## src/hw/didec_pkg.sv

```systemverilog
package didec_pkg;

  ////////////////////////////////////////////////////////////////////////////
  // Function codes that a digital input may be assigned.
  localparam logic [7:0] CODE_NONE     = 8'h00;
  localparam logic [7:0] CODE_SERVO    = 8'h01;
  localparam logic [7:0] CODE_ALARM    = 8'h02;
  localparam logic [7:0] CODE_GAIN     = 8'h03;
  localparam logic [7:0] CODE_PCLEAR   = 8'h04;
  localparam logic [7:0] CODE_ZHOLD    = 8'h05;
  localparam logic [7:0] CODE_REVERSE  = 8'h06;
  localparam logic [7:0] CODE_RESERVED = 8'h07;
  localparam logic [7:0] CODE_TRQCAP   = 8'h09;
  localparam logic [7:0] CODE_SPDCAP   = 8'h10;

  ////////////////////////////////////////////////////////////////////////////
  // Register byte offsets and reset values.
  localparam int unsigned   ADDR_W      = 4;
  localparam logic [3:0]    ADDR_CTRL   = 4'h0;
  localparam logic [3:0]    ADDR_THRESH = 4'h4;
  localparam logic [3:0]    ADDR_FUNC   = 4'h8;
  localparam logic [3:0]    ADDR_STATUS = 4'hC;
  localparam logic [31:0]   FUNC_RST    = 32'h0000_0000;
  localparam logic [15:0]   THRESH_RST  = 16'h000A;
  localparam logic [1:0]    GAIN_SEL_ON = 2'h1;

  // Control word width and input field position inside the status word.
  localparam int unsigned CTRL_W         = 7;
  localparam int unsigned STATUS_DIN_LSB = 8;

  typedef enum logic [1:0] {
    MODE_PT   = 2'b00,
    MODE_S    = 2'b01,
    MODE_T    = 2'b10,
    MODE_NONE = 2'b11
  } didec_mode_e;

  // Bits [1:0] mode, [3:2] gain select, [4] clear style, [5] torque
  // limit from analog, [6] speed limit from analog.
  typedef struct packed {
    logic        spdLimAnalog;
    logic        trqLimAnalog;
    logic        pulseClearLevel;
    logic [1:0]  gainSwitchSel;
    didec_mode_e mode;
  } didec_ctrl_s;

  localparam didec_ctrl_s CTRL_RST = '{1'b0, 1'b0, 1'b0, 2'h0, MODE_PT};

  typedef struct packed {
    logic speedCap;
    logic torqueCap;
    logic cmdReverse;
    logic zeroHold;
    logic pulseClear;
    logic gainBoost;
    logic alarmClear;
    logic servoOn;
  } didec_req_s;

endpackage : didec_pkg

```

## src/hw/didec_edge_detect.sv

```systemverilog
`timescale 1ns/1ps
module didec_edge_detect
  import didec_pkg::*;
#(
  parameter int unsigned W = 4
) (
  input  wire logic         clk,
  input  wire logic         alarm_clear_input_n,
  input  wire logic [W-1:0] din,
  output logic      [W-1:0] rise
);

  logic [W-1:0] prevQ;

  always_ff @(posedge clk or negedge alarm_clear_input_n) begin
    if (!alarm_clear_input_n) begin
      prevQ <= '0;
    end else begin
      prevQ <= din;
    end
  end

  // Each bit is compared with its own value one clock earlier.
  for (genvar i = 0; i < W; i++) begin : g_bit
    assign rise[i] = din[i] & ~prevQ[i];
  end

endmodule : didec_edge_detect

```

## src/hw/didec_func_slot.sv

```systemverilog
`timescale 1ns/1ps
module didec_func_slot
  import didec_pkg::*;
(
  input  wire logic [7:0] code,
  input  wire logic       level,
  input  wire logic       rise,
  input  wire logic       clearLevel,
  output didec_req_s      hits
);

  // Mode gating is applied once in the parent, after all slots merge.
  always_comb begin
    hits = '0;
    case (code)
      CODE_SERVO:   hits.servoOn    = level;
      CODE_ALARM:   hits.alarmClear = rise;
      CODE_GAIN:    hits.gainBoost  = level;
      CODE_PCLEAR:  hits.pulseClear = clearLevel ? level : rise;
      CODE_ZHOLD:   hits.zeroHold   = level;
      CODE_REVERSE: hits.cmdReverse = level;
      CODE_TRQCAP:  hits.torqueCap  = level;
      CODE_SPDCAP:  hits.speedCap   = level;
      default:      hits = '0;
    endcase
  end

endmodule : didec_func_slot

```

## src/hw/didec_top.sv

```systemverilog
`timescale 1ns/1ps
module didec_top
  import didec_pkg::*;
#(
  parameter int unsigned NUM_DI = 4
) (
  input  wire logic              clk,
  input  wire logic              alarm_clear_input_n,
  input  wire logic [ADDR_W-1:0] address,
  input  wire logic              read,
  input  wire logic              write,
  input  wire logic [31:0]       writedata,
  input  wire logic [3:0]        byteenable,
  output logic      [31:0]       readdata,
  output logic                   waitrequest,
  input  wire logic [NUM_DI-1:0] din,
  input  wire logic [15:0]       measSpeed,
  input  wire logic              alarmActive,
  output didec_req_s             reqQ,
  output logic                   torqueLimitAnalog,
  output logic                   speedLimitAnalog
);

  ////////////////////////////////////////////////////////////////////////////
  // Register bus slave. Every access is answered on the second cycle, so
  // the master sees waitrequest high for exactly one cycle.

  didec_ctrl_s ctrlQ;
  logic [15:0] threshQ;
  logic [31:0] funcQ;
  logic        ackQ;
  logic [31:0] beMask;
  logic        wrTake;
  logic [31:0] ctrlWord;
  logic [31:0] ctrlMerged;
  logic [31:0] threshMerged;

  assign waitrequest = (read | write) & ~ackQ;
  assign wrTake      = write & ackQ;
  assign ctrlWord    = {{(32-CTRL_W){1'b0}}, ctrlQ};

  for (genvar b = 0; b < 4; b++) begin : g_be
    assign beMask[8*b +: 8] = {8{byteenable[b]}};
  end

  always_ff @(posedge clk or negedge alarm_clear_input_n) begin
    if (!alarm_clear_input_n) begin
      ackQ <= 1'b0;
    end else begin
      ackQ <= (read | write) & ~ackQ;
    end
  end

  function automatic logic [31:0] merge(input logic [31:0] old,
                                        input logic [31:0] wd,
                                        input logic [31:0] m);
    merge = (old & ~m) | (wd & m);
  endfunction : merge

  assign ctrlMerged   = merge(ctrlWord, writedata, beMask);
  assign threshMerged = merge({16'h0000, threshQ}, writedata, beMask);

  always_ff @(posedge clk or negedge alarm_clear_input_n) begin
    if (!alarm_clear_input_n) begin
      ctrlQ <= CTRL_RST;
    end else if (wrTake && address == ADDR_CTRL) begin
      ctrlQ <= didec_ctrl_s'(ctrlMerged[CTRL_W-1:0]);
    end
  end

  always_ff @(posedge clk or negedge alarm_clear_input_n) begin
    if (!alarm_clear_input_n) begin
      threshQ <= THRESH_RST;
    end else if (wrTake && address == ADDR_THRESH) begin
      threshQ <= threshMerged[15:0];
    end
  end

  // Codes for input i sit in byte i; codes not listed act as reserved.
  always_ff @(posedge clk or negedge alarm_clear_input_n) begin
    if (!alarm_clear_input_n) begin
      funcQ <= FUNC_RST;
    end else if (wrTake && address == ADDR_FUNC) begin
      funcQ <= merge(funcQ, writedata, beMask);
    end
  end

  // Read data is latched in the waiting cycle and held until the next read.
  always_ff @(posedge clk or negedge alarm_clear_input_n) begin
    if (!alarm_clear_input_n) begin
      readdata <= 32'h0000_0000;
    end else if (read && !ackQ) begin
      case (address)
        ADDR_CTRL:   readdata <= ctrlWord;
        ADDR_THRESH: readdata <= {16'h0000, threshQ};
        ADDR_FUNC:   readdata <= funcQ;
        ADDR_STATUS: begin
          readdata <= 32'h0000_0000;
          readdata[STATUS_DIN_LSB +: NUM_DI] <= din;
          readdata[7:0] <= reqQ;
        end
        default:     readdata <= 32'h0000_0000;
      endcase
    end
  end

  ////////////////////////////////////////////////////////////////////////////
  // Input decode. Each input maps through its own slot, then all are merged.

  logic [NUM_DI-1:0] rise;
  didec_req_s        slotHits [NUM_DI];
  didec_req_s        anyHit;
  didec_req_s        reqD;

  didec_edge_detect #(
    .W (NUM_DI)
  ) u_edge (
    .clk    (clk),
    .alarm_clear_input_n (alarm_clear_input_n),
    .din    (din),
    .rise   (rise)
  );

  for (genvar i = 0; i < NUM_DI; i++) begin : g_slot
    didec_func_slot u_slot (
      .code       (funcQ[8*i +: 8]),
      .level      (din[i]),
      .rise       (rise[i]),
      .clearLevel (ctrlQ.pulseClearLevel),
      .hits       (slotHits[i])
    );
  end

  always_comb begin
    anyHit = '0;
    for (int k = 0; k < NUM_DI; k++) begin
      anyHit = anyHit | slotHits[k];
    end
  end

  // A function outside its listed modes is dropped here.
  always_comb begin
    reqD            = '0;
    reqD.servoOn    = anyHit.servoOn;
    reqD.alarmClear = anyHit.alarmClear & ~alarmActive;
    reqD.gainBoost  = anyHit.gainBoost
                      & (ctrlQ.mode == MODE_PT || ctrlQ.mode == MODE_S)
                      & (ctrlQ.gainSwitchSel == GAIN_SEL_ON);
    reqD.pulseClear = anyHit.pulseClear & (ctrlQ.mode == MODE_PT);
    reqD.zeroHold   = anyHit.zeroHold & (ctrlQ.mode == MODE_S)
                      & (measSpeed < threshQ);
    reqD.cmdReverse = anyHit.cmdReverse
                      & (ctrlQ.mode == MODE_S || ctrlQ.mode == MODE_T);
    reqD.torqueCap  = anyHit.torqueCap
                      & (ctrlQ.mode == MODE_PT || ctrlQ.mode == MODE_S);
    reqD.speedCap   = anyHit.speedCap & (ctrlQ.mode == MODE_T);
  end

  // Requests are registered so downstream sees glitch-free levels, at the
  // cost of one clock of latency from the contact.
  always_ff @(posedge clk or negedge alarm_clear_input_n) begin
    if (!alarm_clear_input_n) begin
      reqQ <= '0;
    end else begin
      reqQ <= reqD;
    end
  end

  // The limit source only matters while the matching cap is asserted.
  always_ff @(posedge clk or negedge alarm_clear_input_n) begin
    if (!alarm_clear_input_n) begin
      torqueLimitAnalog <= 1'b0;
      speedLimitAnalog  <= 1'b0;
    end else begin
      torqueLimitAnalog <= reqD.torqueCap & ctrlQ.trqLimAnalog;
      speedLimitAnalog  <= reqD.speedCap & ctrlQ.spdLimAnalog;
    end
  end
endmodule : didec_top

```

## config.mk

```make
export PLATFORM = sky130hd
export DESIGN_NAME = didec_top
export DESIGN_NICKNAME = d
export VERILOG_FILES = /design/src/hw/didec_pkg.sv /design/src/hw/didec_edge_detect.sv /design/src/hw/didec_func_slot.sv /design/src/hw/didec_top.sv
export SDC_FILE = /design/constraint.sdc
export NUM_CORES = 1
export LEC_CHECK = 0
export BUFFER_PORTS_ARGS = -buffer_cell sky130_fd_sc_hd__buf_2
export CORE_MARGIN = 2
export CORE_UTILIZATION = 30
export DETAILED_ROUTE_END_ITERATION = 7
export SETUP_SLACK_MARGIN = 0.15
export SLEW_MARGIN = 20
export SYNTH_ARGS = -nofsm -noshare
export SYNTH_HDL_FRONTEND = slang
export SYNTH_SLANG_ARGS = --single-unit
```

## constraint.sdc

```tcl
create_clock -name clk -period 3.46 [get_ports clk]
set_clock_uncertainty 0.2 [all_clocks]
set_input_delay 0.692 -clock clk [delete_from_list [all_inputs] [get_ports clk]]
set_output_delay 0.692 -clock clk [all_outputs]
set_load 0.02 [all_outputs]
```

; ---- Yosys cells after proc, flatten, opt, wreduce, memory -nomap -nowiden
; Index checks and enable logic that the tools add are counted.
[totals]
out_inout_bits = 43
inputBits = 65
word_cells = 140
reg_bits = 102
[op_classes]
n_mux = 37
n_reduce_logical = 9
n_eq_ne = 38
n_lt_le_gt_ge = 1
bitwise_logic = 35
[op_table]
columns = op, count
row1 = case mux 32 bit (4 select lines), 1
row2 = == test 8 x 3 -> 1 bit (second input constant), 12
row3 = bitwise AND 32 bit, 2
row4 = == test 8 x 2 -> 1 bit (second input constant), 8
row5 = 2-to-1 mux 1 bit, 36
row6 = == test 8 x 1 -> 1 bit (second input constant), 4
row7 = == test 8 x 4 -> 1 bit (second input constant), 4
row8 = == test 8 x 5 -> 1 bit (second input constant), 4
row9 = NOT 32 bit, 1
row10 = OR 32 bit, 1
row11 = OR 8 bit, 3
row12 = bitwise AND 1 bit, 17
row13 = bitwise AND 16 bit, 1
row14 = < comparator 16 bit, 1
row15 = OR 16 bit, 1
row16 = == test 4 bit (second input constant), 2
row17 = bitwise AND 7 bit, 1
row18 = OR 7 bit, 1
row19 = NOT 1 bit, 6
row20 = == test 2 x 1 -> 1 bit (second input constant), 2
row21 = == test 4 x 3 -> 1 bit (second input constant), 1
row22 = logical AND 1 bit, 4
row23 = zero test 4 bit, 1
row24 = == test 2 bit (second input constant), 1
row25 = other kinds (4), 5

; ---- Longest topological paths before layout
[logic_depth]
word_depth = 9
mapped_depth = 7
mapped_depth_nobuf = 7

; ---- By module
; A second synthesis with hierarchy kept.
[hier_totals]
hier_cells = 474
hier_area_um2 = 5233.8
[modules_own_cells]
columns = module, area_per_inst_um2, seq_area_each_um2, instances, cells_each
row1 = didec_top, 4403.0, 2454.9, 1, 386
row2 = didec_func_slot, 168.9, 0.0, 4, 20
row3 = didec_edge_detect, 155.1, 100.1, 1, 8

; ---- Least setup slack after synthesis
; OpenSTA, ideal clock, no wires.
[synth_timing]
path_kind = input to register
from = in address[2]
to = reg with a tool-made name
path_stages = 4
setup_slack_ns = 1.381
required_ns = 3.135
arrival_time_ns = 1.754
cell_sequence = nor4_4 -> nor2b_1 -> buf_2 -> mux2_2
[synth_lines]
columns = item, line
row1 = start: declaration, didec_top.sv:9  ; input wire logic [ADDR_W-1:0] address,

==> results.txt <==
----------------------------------------------------
[Run status]
  Status ... complete, no violations

[Die]
  Die Outline Area ... 17500 um^2
  Width of the die ... 132 um
  Die Y ... 132 um
  Rows ... 46
  Placeable core region ... 16000 um^2
  Effective utilization at floorplan ... 0.309
  Ports placed on the boundary ... 108

[Clock tree]
  Level count of the clock H-tree ... 3
  Post-cts repair resize count ... 0
  Sinks on Clock Net ... 102
  Root buffer cell ... clkbuf_16
  Num CTS Buffers ... 9
  Clock transition at the registers of the reported paths ... 0.06 ns
  Clock insertion delay at the later pin of the skew report ... 0.35 ns
  Clock tree from TritonCTS ... built
  Number of buffers added to fix hold violations after cts ... 0
  Deepest clock path buffer count ... 2
  Postcts setup bufs ... 0

[Setup path]
  Worst Setup Path Type ... flop to flop
  Logic depth of the worst register-to-register path ... 5
  CP max stage cell ... o32ai_1
  Buffers & Inverters on Critical Path ... 0
  Crit-path cells ... nor4_1, nand2b_1, o32ai_1, o221ai_1, nor4b_2
  Top fanout value on the critical path ... 4
  Terminus of the critical flop-to-flop path ... reqQ[4]$_DFF_PN0_
  Capturing element type of the critical path ... flop
  Data arrival, critical path ... 2.31 ns
  Slack of the worst reg-to-reg path ... 1.21 ns
  Data required time at the worst endpoint ... 3.52 ns
  Family of cells with the greatest summed delay on the critical path ... simple AND/OR/NAND/NOR gates
  Delay of the slowest cell on the worst path ... 0.44 ns
  Setup crit start kind ... flop

[Global routing]
  Number of global-route vias before repair ... 4146
  Largest net degree at the start of global routing ... 58
  Wire length of the first global-routing pass ... 22.6 mm
  Initial antenna violation count ... 1
  Global route total overflow ... 0
  Total global-route track usage ... 0.167

[Place]
  Detailed placer's ending HPWL ... 11.0 mm
  Gp weighted congestion ... 0.835
  Total placed instance area ... 5730 um^2
  Count of input and output buffers ... 107

[Synth]
  Main combinational cell family by area after synthesis ... simple AND/OR/NAND/NOR gates
  Synth Area in Adders ... 0.0456
  Top cells by area, synth ... dfrtp_1, nand2_1, mux2_2
  Post-synth top flop ... dfrtp_1
  Post-Synth Simple-Gate Area ... 0.183
  Cells after synthesis ... 470
  Syn avg cell area ... 10.5 um^2
  Post-Synthesis Net Count ... 553
  Async SR Flop Fraction ... 1.00
  Distinct cell type count of the synthesized netlist ... 54
  Warning count from the yosys run ... 0
  Synthesized-area fraction occupied by ao, oa, aoi and oai cells ... 0.138
  Register area share after synthesis ... 0.517
  Number of enable flip-flop cells after synthesis ... 0
  Area fraction of the dominant cell type after synthesis ... 0.506
  Portion of netlist area occupied by mux cells ... 0.0820
  Flop and latch count out of synthesis ... 102
  Dominant cell type by area after synthesis ... dfrtp_1
  Combined area of all synthesized cells ... 4940 um^2
  Fraction of synthesized cell area in xor and xnor cells ... 0

[Cells and area]
  Fin nets ... 659
  Ratio of cells with drive above 1 in the final layout ... 0.284
  Final instance area ... 5990 um^2
  Layout fillers ... 1661
  P&R area growth vs syn ... 21.1%

[Drt]
  Number of remaining DRC errors ... 0
  Count of nets left with antenna violations after detail routing ... 0
  Initial DRT Pass Iterations ... 4
  Total wirelength of the detailed-routed design ... 14.2 mm
  Routed length per instance ... 17.8 um
  Total number of vias ... 3948
  Detailed Route Iter0 Violations ... 191
  Post-detailed-route via-to-cell ratio ... 4.95

[Min path]
  Hold Crit Class ... input pin to async pin

[Timing]
  Max Freq ... 444 MHz
  Slew at the pin closest to its max-slew limit ... 0.663 ns
  Number of failing hold endpoints at the final stage ... 0
  Headroom to the max-slew limit ... 0.558
  Max-slew violation count ... 0
  Setup violators final ... 0
  Share of the cycle needed by the critical path after routing ... 0.651
  Final worst path period need ... 2.25 ns
  Total negative slack for setup checks ... 0 ns
  RSZ-0062 raised after global routing ... false

[Pwr]
  Power, Total ... 2.86 mW
  Leakage power summed over all cells ... 2.81 nW
  Worst supply voltage drop on vdd ... 208 uV
  Power per standard cell area ... 478 nW/um^2

[Run]
  Max-cap violations ... 0

----------------------------------------------------
## report_power, final
| group | switching (mW) | internal (mW) | total [mW] |
|---|---|---|---|
| logic | 0.294 | 0.217 | 0.511 |
| registers | 0.126 | 1.32 | 1.44 |
| clock network | 0.420 | 0.490 | 0.910 |
| total | 0.839 | 2.03 | 2.86 |
## cell usage after synthesis, types with 3 or more instances
| cell type | number |
|---|---|
| a221oi_1 | 7 |
| nand3_1 | 6 |
| buf_2 | 9 |
| nor3_1 | 12 |
| dfrtp_1 | 100 |
| mux2_1 | 9 |
| clkbuf_1 | 9 |
| o32ai_1 | 3 |
| nand4_1 | 3 |
| nand4b_1 | 6 |
| nand2b_1 | 3 |
| a22oi_1 | 4 |
| and2_1 | 4 |
| nor4_1 | 3 |
| a21oi_1 | 13 |
| or3_1 | 3 |
| o21ai_1 | 21 |
| nor3b_1 | 5 |
| nor2_1 | 12 |
| o21ai_0 | 37 |
| ha_1 | 18 |
| nand3b_1 | 4 |
| nand2_1 | 83 |
| a22o_1 | 12 |
| mux2_2 | 27 |
| inv_1 | 22 |
## cell usage in the layout, fill, tap and decap left out, types with 5 or more instances in the layout
| cell | instances |
|---|---|
| nor3b_1 | 5 |
| buf_4 | 7 |
| a21oi_1 | 13 |
| nand3_1 | 6 |
| nand2_1 | 83 |
| buf_2 | 106 |
| o21ai_0 | 37 |
| inv_1 | 22 |
| clkbuf_16 | 9 |
| nand4b_1 | 6 |
| a221oi_1 | 7 |
| a22o_1 | 12 |
| o21ai_1 | 21 |
| mux2_1 | 9 |
| nor2_1 | 12 |
| clkbuf_1 | 6 |
| nor3_1 | 12 |
| ha_1 | 18 |
| dfrtp_1 | 100 |
| mux2_2 | 27 |
## per-layer routing
metal  global-route usage  wire (um)  up-vias
met3               0.0431       1040       12
met5                    0          0        -
met1                0.218       6400     1906
met2                0.269       6540      121
met4               0.0573        190        0
li1                     -          -     1909
## cell type report
| cell class | instances | area, um^2 | area share |
|---|---|---|---|
| multi-input combinational | 327 | 2220 | 0.371 |
| clock inverter | 1 | 7.51 | 0.00125 |
| inverter | 22 | 82.6 | 0.0138 |
| antenna | 1 | 2.50 | 0.000418 |
| tap | 216 | 270 | 0.0451 |
| sequential | 102 | 2550 | 0.427 |
| clock buffer | 15 | 248 | 0.0414 |
| timing repair buffer | 114 | 603 | 0.101 |
## how the worst max path moves through the flow
stage / start / endpoint / slack (ns) / cells past startpoint
final: flop / reqQ[4]$_DFF_PN0_ / 1.21 / 5
after floorplan: address[2] / flop / 1.38 / 4
after detailed placement: address[3] / flop / 0.90 / 5
after global placement: address[2] / flop / 0.95 / 5
after global routing: flop / reqQ[4]$_DFF_PN0_ / 1.10 / 5
after CTS: flop / reqQ[4]$_DFF_PN0_ / 1.25 / 5
## stage by stage
stage          utilization  hold WS, ns  cells  setup slack, ns
2_1_floorplan            -        0.196    470             1.38
3_3_place_gp         0.358        0.256    781            0.947
3_5_place_dp         0.358        0.261    781            0.899
4_1_cts              0.374        0.187    797             1.25
5_1_grt              0.374        0.210    797             1.10
6_report             0.374        0.170    798             1.21
## cell families (layout without fill, tap and decap cells)
| family | count (synthesis) | count (layout) |
|---|---|---|
| buffers and inverters | 41 | 152 |
| other | 0 | 1 |
| adder cells (fa/ha/maj) | 18 | 18 |
| flip-flops | 102 | 102 |
| AO/OA/AOI/OAI | 109 | 109 |
| multiplexers | 36 | 36 |
| AND/OR/NAND/NOR | 164 | 164 |
No activity file was read; power rests on OpenSTA's default activity.
